**src/hw/fser_pkg.sv**
```systemverilog
// Package of offsets, field positions and reset values for the flash status block
//
// How it works
// - Double fault enable gates double fault interrupt
// - Single fault enable gates single fault interrupt
// - Error configuration bits readable and writable
// - Write one to done flag launches command
// - Sequence violation or illegal command sets access error
// - Access error blocks command launch
// - Write one clears access error
// - Protected program or erase sets violation flag
// - Write one clears protection violation
// - Violation blocks launch and new sequence
// - Busy flag reads one while command runs
// - Completion status shows command or reset errors
// - Status bit two reserved, reads zero
// - Busy and status bits are read only
// - Reset fault may alter status reset value
// - Done enable gates command complete interrupt
// - Double fault flag set, write one clears
// - Single fault flag set unless ignoring
package fser_pkg;
    // Register word indices, byte address is four times the index
    localparam logic [7:0] FSER_IDX_CFG     = 8'h04;  // Command config (done enable, ignore)
    localparam logic [7:0] FSER_IDX_ERRCFG  = 8'h05;
    localparam logic [7:0] FSER_IDX_STATUS  = 8'h06;
    localparam logic [7:0] FSER_IDX_ERRSTAT = 8'h07;
    localparam logic [7:0] FSER_IDX_IRQSTAT = 8'h10;  // Sticky event status
    localparam logic [7:0] FSER_IDX_IRQMASK = 8'h11;  // Event mask
    localparam int         FSER_ADDR_W      = 8;
    // Field positions
    localparam int FSER_B_DONE_IE   = 7;
    localparam int FSER_B_IGN_SF    = 4;
    localparam int FSER_B_DF_IE     = 1;
    localparam int FSER_B_SF_IE     = 0;
    localparam int FSER_B_DONE      = 7;
    localparam int FSER_B_ACCESS_ERROR_FLAG    = 5;
    localparam int FSER_B_PVIOL     = 4;
    localparam int FSER_B_BUSY      = 3;
    localparam int FSER_B_DF        = 1;
    localparam int FSER_B_SF        = 0;
    // Sticky event bits: 0 single, 1 double, 2 done, 3 access err, 4 violation
    localparam int FSER_NEV         = 5;
    // Reset values
    localparam logic [7:0] FSER_RST_CFG    = 8'h00;
    localparam logic [7:0] FSER_RST_ERRCFG = 8'h00;
    localparam logic [1:0] FSER_RST_MGST   = 2'h0;
    localparam logic [FSER_NEV-1:0] FSER_RST_EV = 5'h00;
    // Bus responses
    localparam logic [1:0] FSER_RESP_OK    = 2'h0;
    localparam logic [1:0] FSER_RESP_SLV   = 2'h2;
    // Command engine states
    typedef enum logic [0:0] {FSER_IDLE, FSER_RUN} fser_state_t;
endpackage : fser_pkg

```
**src/hw/fser_regs.sv**
```systemverilog
// Flash status and error interrupt register bank with AXI4-Lite slave
`timescale 1ns/1ns
module fser_regs
    import fser_pkg::*;
(
    input  wire logic                    clk,            // 10 MHz clock
    input  wire logic                    rst_n,          // Sync reset, active low
    input  wire logic [31:0]             s_awaddr,       // Write address
    input  wire logic                    s_awvalid,      // Write address valid
    output logic                         s_awready,      // Write address ready
    input  wire logic [31:0]             s_wdata,        // Write data
    input  wire logic [3:0]              s_wstrb,        // Byte strobes
    input  wire logic                    s_wvalid,       // Write data valid
    output logic                         s_wready,       // Write data ready
    output logic [1:0]                   s_bresp,        // Write response
    output logic                         s_bvalid,       // Write response valid
    input  wire logic                    s_bready,       // Write response ready
    input  wire logic [31:0]             s_araddr,       // Read address
    input  wire logic                    s_arvalid,      // Read address valid
    output logic                         s_arready,      // Read address ready
    output logic [31:0]                  s_rdata,        // Read data
    output logic [1:0]                   s_rresp,        // Read response
    output logic                         s_rvalid,       // Read data valid
    input  wire logic                    s_rready,       // Read data ready
    input  wire logic                    cmd_complete,   // Controller finished command
    input  wire logic                    seq_violation,  // Sequence or illegal command
    input  wire logic                    prot_violation, // Protected program/erase try
    input  wire logic                    seq_start,      // Controller wants new sequence
    input  wire logic                    double_fault,   // Double-bit fault / invalid read
    input  wire logic                    single_fault,   // Single-bit fault detected
    input  wire logic [1:0]              cmd_err_status, // Completion status from controller
    input  wire logic                    cmd_err_valid,  // Completion status update strobe
    input  wire logic                    reset_seq_df,   // Double fault in reset sequence
    output logic                         cmd_launch,     // One-cycle command launch pulse
    output logic                         seq_allow,      // New sequence may start
    output logic                         ignore_single_fault, // Single fault ignoring
    output logic                         irq             // Level interrupt
);
    import fser_pkg::*;

    ////////////////////////////////////////////////////////////////////////
    // Bus channel state
    logic                   aw_have_reg, aw_have_next;
    logic                   w_have_reg,  w_have_next;
    logic [FSER_ADDR_W-1:0] waddr_reg,   waddr_next;
    logic [7:0]             wdat_reg,    wdat_next;
    logic                   wstb_reg,    wstb_next;
    logic                   bvalid_reg,  bvalid_next;
    logic [1:0]             bresp_reg,   bresp_next;
    logic                   rvalid_reg,  rvalid_next;
    logic [1:0]             rresp_reg,   rresp_next;
    logic [31:0]            rdata_reg,   rdata_next;
    logic [2:0]             rdy_reg,     rdy_next;   // Registered ready: ar, w, aw
    logic                   do_write;
    logic [FSER_ADDR_W-1:0] widx, ridx;

    // Block state
    logic [7:0]          cfg_reg,     cfg_next;
    logic [7:0]          errcfg_reg,  errcfg_next;
    logic                done_reg,    done_next;
    logic                access_error_flag_reg,  access_error_flag_next;
    logic                pviol_reg,   pviol_next;
    logic [1:0]          mgst_reg,    mgst_next;
    logic                df_reg,      df_next;
    logic                sf_reg,      sf_next;
    logic [FSER_NEV-1:0] ev_reg,      ev_next;
    logic [FSER_NEV-1:0] mask_reg,    mask_next;
    logic                launch_reg,  launch_next;
    logic                allow_reg,   allow_next;
    logic                irq_reg,     irq_next;
    logic                rst_seen_reg, rst_seen_next;
    fser_state_t         state_reg,   state_next;
    logic [7:0]          status_rd, errstat_rd;
    logic                wr_cfg, wr_errcfg, wr_stat, wr_errstat, wr_evclr, wr_mask;
    logic [FSER_NEV-1:0] ev_set;

    ////////////////////////////////////////////////////////////////////////
    // Write path: address and data taken in either order, one write at a time
    always_comb begin
        aw_have_next = aw_have_reg;
        w_have_next  = w_have_reg;
        waddr_next   = waddr_reg;
        wdat_next    = wdat_reg;
        wstb_next    = wstb_reg;
        bvalid_next  = bvalid_reg;
        bresp_next   = bresp_reg;
        do_write     = 1'b0;
        if (s_awvalid && !aw_have_reg && !bvalid_reg) begin
            aw_have_next = 1'b1;
            waddr_next   = s_awaddr[FSER_ADDR_W+1:2];
        end
        if (s_wvalid && !w_have_reg && !bvalid_reg) begin
            w_have_next = 1'b1;
            wdat_next   = s_wdata[7:0];
            wstb_next   = s_wstrb[0];
        end
        if (aw_have_reg && w_have_reg) begin
            do_write     = wstb_reg;
            aw_have_next = 1'b0;
            w_have_next  = 1'b0;
            bvalid_next  = 1'b1;
            bresp_next   = (s_awaddr_known(waddr_reg)) ? FSER_RESP_OK : FSER_RESP_SLV;
        end
        if (bvalid_reg && s_bready) begin
            bvalid_next = 1'b0;
        end
    end

    // Decoded register for mapped addresses
    function automatic logic s_awaddr_known(input logic [FSER_ADDR_W-1:0] a);
        s_awaddr_known = (a == FSER_IDX_CFG) || (a == FSER_IDX_ERRCFG) ||
                         (a == FSER_IDX_STATUS) || (a == FSER_IDX_ERRSTAT) ||
                         (a == FSER_IDX_IRQSTAT) || (a == FSER_IDX_IRQMASK);
    endfunction : s_awaddr_known

    // Write strobes per register
    always_comb begin
        widx       = waddr_reg;
        wr_cfg     = do_write && (widx == FSER_IDX_CFG);
        wr_errcfg  = do_write && (widx == FSER_IDX_ERRCFG);
        wr_stat    = do_write && (widx == FSER_IDX_STATUS);
        wr_errstat = do_write && (widx == FSER_IDX_ERRSTAT);
        wr_evclr   = do_write && (widx == FSER_IDX_IRQSTAT);
        wr_mask    = do_write && (widx == FSER_IDX_IRQMASK);
    end

    ////////////////////////////////////////////////////////////////////////
    // Readback images
    always_comb begin
        status_rd = 8'h00;                               // Bit 2 and spares read 0
        status_rd[FSER_B_DONE]   = done_reg;
        status_rd[FSER_B_ACCESS_ERROR_FLAG] = access_error_flag_reg;
        status_rd[FSER_B_PVIOL]  = pviol_reg;
        status_rd[FSER_B_BUSY]   = (state_reg == FSER_RUN);
        status_rd[1:0]           = mgst_reg;
        errstat_rd = 8'h00;
        errstat_rd[FSER_B_DF] = df_reg;
        errstat_rd[FSER_B_SF] = sf_reg;
    end

    // Read path: one read at a time, answer one cycle after address taken
    always_comb begin
        rvalid_next = rvalid_reg;
        rresp_next  = rresp_reg;
        rdata_next  = rdata_reg;
        ridx        = s_araddr[FSER_ADDR_W+1:2];
        if (rvalid_reg && s_rready) begin
            rvalid_next = 1'b0;
        end
        if (s_arvalid && !rvalid_reg) begin
            rvalid_next = 1'b1;
            rresp_next  = FSER_RESP_OK;
            rdata_next  = 32'h0000_0000;
            unique case (ridx)
                FSER_IDX_CFG:     rdata_next[7:0] = cfg_reg;
                FSER_IDX_ERRCFG:  rdata_next[7:0] = errcfg_reg;
                FSER_IDX_STATUS:  rdata_next[7:0] = status_rd;
                FSER_IDX_ERRSTAT: rdata_next[7:0] = errstat_rd;
                FSER_IDX_IRQSTAT: rdata_next[FSER_NEV-1:0] = ev_reg;
                FSER_IDX_IRQMASK: rdata_next[FSER_NEV-1:0] = mask_reg;
                default:          rresp_next = FSER_RESP_SLV;
            endcase
        end
        // Ready flags follow next-state so the outputs come from flops
        rdy_next = {!rvalid_next, !w_have_next && !bvalid_next,
                    !aw_have_next && !bvalid_next};
    end

    ////////////////////////////////////////////////////////////////////////
    // Command engine and status flags; hardware sets win over clears
    always_comb begin
        cfg_next      = cfg_reg;
        errcfg_next   = errcfg_reg;
        done_next     = done_reg;
        access_error_flag_next   = access_error_flag_reg;
        pviol_next    = pviol_reg;
        mgst_next     = mgst_reg;
        df_next       = df_reg;
        sf_next       = sf_reg;
        state_next    = state_reg;
        launch_next   = 1'b0;
        rst_seen_next = 1'b1;
        if (wr_cfg) begin
            cfg_next = wdat_reg & 8'h90;                 // Done enable, ignore single
        end
        if (wr_errcfg) begin
            errcfg_next = wdat_reg & 8'h03;
        end
        // Write one clears error flags, write zero leaves them
        if (wr_stat && wdat_reg[FSER_B_ACCESS_ERROR_FLAG]) begin
            access_error_flag_next = 1'b0;
        end
        if (wr_stat && wdat_reg[FSER_B_PVIOL]) begin
            pviol_next = 1'b0;
        end
        // Launch only when idle-done and no error pending
        if (wr_stat && wdat_reg[FSER_B_DONE] && done_reg && !access_error_flag_reg && !pviol_reg) begin
            done_next   = 1'b0;
            launch_next = 1'b1;
            state_next  = FSER_RUN;
            mgst_next   = FSER_RST_MGST;
        end
        if (state_reg == FSER_RUN && (cmd_complete || seq_violation || prot_violation)) begin
            done_next  = 1'b1;
            state_next = FSER_IDLE;
        end
        if (cmd_err_valid) begin
            mgst_next = cmd_err_status;
        end
        if (seq_violation) begin
            access_error_flag_next = 1'b1;
        end
        if (prot_violation) begin
            pviol_next = 1'b1;
        end
        if (wr_errstat && wdat_reg[FSER_B_DF]) begin
            df_next = 1'b0;
        end
        if (wr_errstat && wdat_reg[FSER_B_SF]) begin
            sf_next = 1'b0;
        end
        if (double_fault) begin
            df_next = 1'b1;
        end
        if (single_fault && !cfg_reg[FSER_B_IGN_SF]) begin
            sf_next = 1'b1;
        end
        // Fault in the reset sequence alters the post-reset status
        if (!rst_seen_reg && reset_seq_df) begin
            mgst_next = 2'h3;
        end
    end

    // Sequence permission and interrupt line
    always_comb begin
        allow_next = !pviol_next;
        ev_set     = {pviol_reg == 1'b0 && pviol_next, access_error_flag_reg == 1'b0 && access_error_flag_next,
                      done_reg == 1'b0 && done_next, df_reg == 1'b0 && df_next,
                      sf_reg == 1'b0 && sf_next};
        ev_next    = ev_reg;
        mask_next  = mask_reg;
        if (wr_evclr) begin
            ev_next = ev_reg & ~wdat_reg[FSER_NEV-1:0];
        end
        ev_next = ev_next | ev_set;
        if (wr_mask) begin
            mask_next = wdat_reg[FSER_NEV-1:0];
        end
        // Level request from flag and enable, plus masked sticky events
        irq_next = (df_next && errcfg_next[FSER_B_DF_IE])
                 | (sf_next && errcfg_next[FSER_B_SF_IE])
                 | (done_next && cfg_next[FSER_B_DONE_IE])
                 | (|(ev_next & mask_next));
    end

    ////////////////////////////////////////////////////////////////////////
    // Registers
    always_ff @(posedge clk) begin
        if (!rst_n) begin
            aw_have_reg  <= 1'b0;
            w_have_reg   <= 1'b0;
            waddr_reg    <= '0;
            wdat_reg     <= 8'h00;
            wstb_reg     <= 1'b0;
            bvalid_reg   <= 1'b0;
            bresp_reg    <= FSER_RESP_OK;
            rvalid_reg   <= 1'b0;
            rresp_reg    <= FSER_RESP_OK;
            rdata_reg    <= 32'h0000_0000;
            rdy_reg      <= 3'h7;
            cfg_reg      <= FSER_RST_CFG;
            errcfg_reg   <= FSER_RST_ERRCFG;
            done_reg     <= 1'b1;
            access_error_flag_reg   <= 1'b0;
            pviol_reg    <= 1'b0;
            mgst_reg     <= FSER_RST_MGST;
            df_reg       <= 1'b0;
            sf_reg       <= 1'b0;
            ev_reg       <= FSER_RST_EV;
            mask_reg     <= FSER_RST_EV;
            launch_reg   <= 1'b0;
            allow_reg    <= 1'b0;
            irq_reg      <= 1'b0;
            rst_seen_reg <= 1'b0;
            state_reg    <= FSER_IDLE;
        end else begin
            aw_have_reg  <= aw_have_next;
            w_have_reg   <= w_have_next;
            waddr_reg    <= waddr_next;
            wdat_reg     <= wdat_next;
            wstb_reg     <= wstb_next;
            bvalid_reg   <= bvalid_next;
            bresp_reg    <= bresp_next;
            rvalid_reg   <= rvalid_next;
            rresp_reg    <= rresp_next;
            rdata_reg    <= rdata_next;
            rdy_reg      <= rdy_next;
            cfg_reg      <= cfg_next;
            errcfg_reg   <= errcfg_next;
            done_reg     <= done_next;
            access_error_flag_reg   <= access_error_flag_next;
            pviol_reg    <= pviol_next;
            mgst_reg     <= mgst_next;
            df_reg       <= df_next;
            sf_reg       <= sf_next;
            ev_reg       <= ev_next;
            mask_reg     <= mask_next;
            launch_reg   <= launch_next;
            allow_reg    <= allow_next;
            irq_reg      <= irq_next;
            rst_seen_reg <= rst_seen_next;
            state_reg    <= state_next;
        end
    end

    // Outputs straight from flip-flops
    assign s_awready           = rdy_reg[0];
    assign s_wready            = rdy_reg[1];
    assign s_bvalid            = bvalid_reg;
    assign s_bresp             = bresp_reg;
    assign s_arready           = rdy_reg[2];
    assign s_rvalid            = rvalid_reg;
    assign s_rresp             = rresp_reg;
    assign s_rdata             = rdata_reg;
    assign cmd_launch          = launch_reg;
    assign seq_allow           = allow_reg;
    assign ignore_single_fault = cfg_reg[FSER_B_IGN_SF];
    assign irq                 = irq_reg;
endmodule : fser_regs
```
**config.mk**
```make
export PLATFORM = sky130hd
export DESIGN_NAME = fser_regs
export DESIGN_NICKNAME = d
export VERILOG_FILES = /design/src/hw/fser_pkg.sv /design/src/hw/fser_regs.sv
export SDC_FILE = /design/constraint.sdc
export NUM_CORES = 1
export LEC_CHECK = 0
export ABC_AREA = 0
export BUFFER_PORTS_ARGS = -buffer_cell sky130_fd_sc_hd__buf_2
export CAP_MARGIN = 20
export CORE_MARGIN = 1
export CORE_UTILIZATION = 43
export DETAILED_ROUTE_END_ITERATION = 10
export PLACE_DENSITY = 0.9
export RECOVER_POWER = 100
export SETUP_SLACK_MARGIN = 0.15
export SLEW_MARGIN = 20
export SYNTH_ARGS = -nofsm -noshare
export SYNTH_HDL_FRONTEND = slang
export SYNTH_SLANG_ARGS = --single-unit
```
**constraint.sdc**
```tcl
create_clock -name clk -period 2.58 [get_ports clk]
set_input_delay 0.129 -clock clk [delete_from_list [all_inputs] [get_ports clk]]
set_output_delay 0.129 -clock clk [all_outputs]
set_load 0.02 [all_outputs]
```
==> results.cfg <==
[synth]
yosys.cell_types.count = 45
avgSynthCellArea_um2 = 8.82
synth.area.top_cells = dfxtp_1 43%, buf_4 7.4%, mux2i_1 5.5%, nor2_1 5.1%, a21oi_1 5.0%
synth.largest_area_cell = dfxtp_1
ys.flop_type = dfxtp_1
async_flop_share_pct = 0
synth_edf_count = 0
synth-seq-area-share_pct = 42.6
yosys_warnings = 0
synth_seq_cells = 58
synth_top_area_share_pct = 42.6
synth_cells = 309
syn_area_mm2 = 0.00273
yosysMostFrequentCell = dfxtp_1
synth_commonest_cells = 58 x dfxtp_1, 37 x nor2_1, 27 x a21oi_1, 27 x buf_4, 17 x nand2_1

[placed_design]
dpl-instance-area_mm2 = 0.00298
place_ws_ns = 0.162
dp_hpwl_um = 4490
portBuffers = 57
gp_congestion = 0.843

[timing]
setup_slack_ns = 0.208
finalSetupViolCount = 0
finalSetupTns_ns = 0
fin_hold_ws_ns = 0.0253
relSlewSlack_pct = 5.36
finalHoldViolations = 0
skew_ns = 0.00902
fin_crit_ns = 2.37
drv_slew = 0
clock.fmax_mhz = 422
rsz0062_at_grt = no
tightest_slew_ns = 1.42
finalCritPeriodShare_pct = 91.9

[finish]
postLayoutCoreUtil_pct = 51.6
fin_nets = 486
drive_above_1_share_pct = 18.2
largest_reg_flops = 8
fin_area_mm2 = 0.00311
num-fill-cells = 586
syn_to_final_growth_pct = 14.1
diodes = 0

[clock_network]
ctsHtreeMaxLevel = 3
cts_num_sinks = 58
clock_latency_ns = 0.34
cts_root_buffer = clkbuf_8
clk_pin_slew_worst_paths_ns = 0.06
cts_hold_buffers = 0
cts_tree = yes
numCtsBuffers = 9
clockBufferDepth = 2

[power]
p_sw_mw = 0.540
leakagePower_nw = 1.29
p_comb_share_pct = 13.2
p_clk_share_pct = 36.4
p_per_area_mw_per_mm2 = 626
vdd_drop_max_uv = 406
pwr-share-seq_pct = 50.4
power.internal_mw = 1.41
switching_share_pct = 27.8

[setup_path]
startpoint_type = flip-flop
reg2reg_to = irq$_SDFF_PN0_
critPathMaxFanout = 12
crit_path_end_kind = flip-flop
crit_arrival_ns = 2.60
worst-r2r-cell-count = 5
critPathCapture = irq$_SDFF_PN0_
reg2reg_from = waddr_reg[7]$_SDFFE_PN0P_
cp.required_ns = 2.81
cp-startpoint = waddr_reg[7]$_SDFFE_PN0P_
crit_type = flip-flop to flip-flop
r2r_setup_slack_ns = 0.21

[global_routing]
antenna_found_initial = 0
grt_pass1_wl_um = 9720
grt_overflow = 0
track_usage_pct = 19.6
grt_pass1_vias = 2163
grt_max_degree = 33

[routing]
remaining_drc_errors = 0
vias_per_cell = 5.27
routedWlPerCell_um = 13.9
drt_iter0_drc = 163
first_pass_iters = 4
detail-route-antenna-nets = 0
routed_wl_um = 6250
vias = 2364

[floorplan]
core_mm2 = 0.00603
io-pin-count = 162
rows = 28
die_x_um = 81.6
die-height_um = 81.6
dieArea_mm2 = 0.00666
start_util_pct = 45.2

[min_path]
hold_class = input pin to flip-flop

[outcome]
status = completed

[flow_run]
cap_violations = 0
## worst max-delay path, cell delays in order, from the launching register on
cell and delay (ns):
dfxtp_1 0.31, or4_4 0.62, or4_1 0.62, mux2i_1 0.17, o2bb2a_1 0.32, a41oi_2 0.21
## power groups by stage
stage | sequential, mW | clock (mW) | combinational (mW)
6_report | 0.981 | 0.709 | 0.257
5_1_grt | 0.986 | 0.771 | 0.286
4_1_cts | 0.980 | 0.727 | 0.263
3_5_place_dp | 0.999 | 0 | 0.261
3_3_place_gp | 0.996 | 0 | 0.253
2_1_floorplan | 1.00 | 0 | 0.212
## per-stage QoR
step	cells	power (mW)
2_1_floorplan	335	1.21
3_3_place_gp	432	1.25
3_5_place_dp	432	1.26
4_1_cts	448	1.97
5_1_grt	449	2.04
6_report	449	1.95
## cell type report
| type | instances | area (um^2) | share of cell area (%) |
|---|---|---|---|
| Clock buffer | 13 | 149 | 4.78 |
| Clock inverter | 3 | 15.0 | 0.483 |
| Inverter | 14 | 52.6 | 1.69 |
| Multi-Input combinational cell | 224 | 1350 | 43.3 |
| Sequential cell | 58 | 1160 | 37.3 |
| Tap cell | 75 | 93.8 | 3.02 |
| Timing Repair Buffer | 62 | 292 | 9.37 |
## cells by family after synthesis
kind of cell / synth area share (%)
other cells: 0.138
buf+inv: 11.3
compound gates: 13.5
simple gates: 22.4
mux: 10.1
flops: 42.6
## worst min path at each step
stage / cells after the start / slack, ns / from / end
after floorplan: 0 / 0.16 / rst_n / rst_seen_reg$_DFF_P_
after global placement: 3 / 0.36 / s_wdata[1] / wdat_reg[1]$_SDFFE_PN0P_
after detailed placement: 3 / 0.37 / s_awaddr[6] / waddr_reg[4]$_SDFFE_PN0P_
after CTS: 3 / 0.01 / s_awaddr[6] / waddr_reg[4]$_SDFFE_PN0P_
after global routing: 3 / 0.03 / s_wdata[2] / wdat_reg[2]$_SDFFE_PN0P_
final: 3 / 0.03 / s_wdata[0] / wdat_reg[0]$_SDFFE_PN0P_
## cells in the final DEF (no fill, tap or decap), types with 3 or more instances in the layout
cell type and count:
and2_0 4, nor3_1 8, conb_1 27, nor4_1 3, nor2b_1 6, o41ai_1 5, nand3_1 5, buf_2 38
nand2b_1 9, nor2_1 37, dfxtp_1 58, a22oi_1 3, clkbuf_1 24, nand2_1 17, o21ai_0 5, or4_1 3
clkbuf_8 10, and2_1 7, a21o_1 4, nand3b_1 3, mux2i_1 15, inv_1 14, a21oi_1 27, buf_4 3
mux2_2 9, clkinv_2 3
## timing repair
action | 4_1_cts | 5_1_grt
gates resized for setup | 1 | 1
endpoints found under the setup margin | 1 | 1
setup buffers | 0 | 1
pin swaps | 0 | 1
endpoints found under the hold margin | 0 | 0
## per-layer routing
layer  vias up  GRT usage [%]  share of wire [%]
li1       1140              -                  -
met1      1096           23.4                 43
met2       117           32.3                 47
met3        11           7.22                8.3
met4         0           6.67                1.5
met5         -              0                  0
No activity file was read; power rests on OpenSTA's default activity.
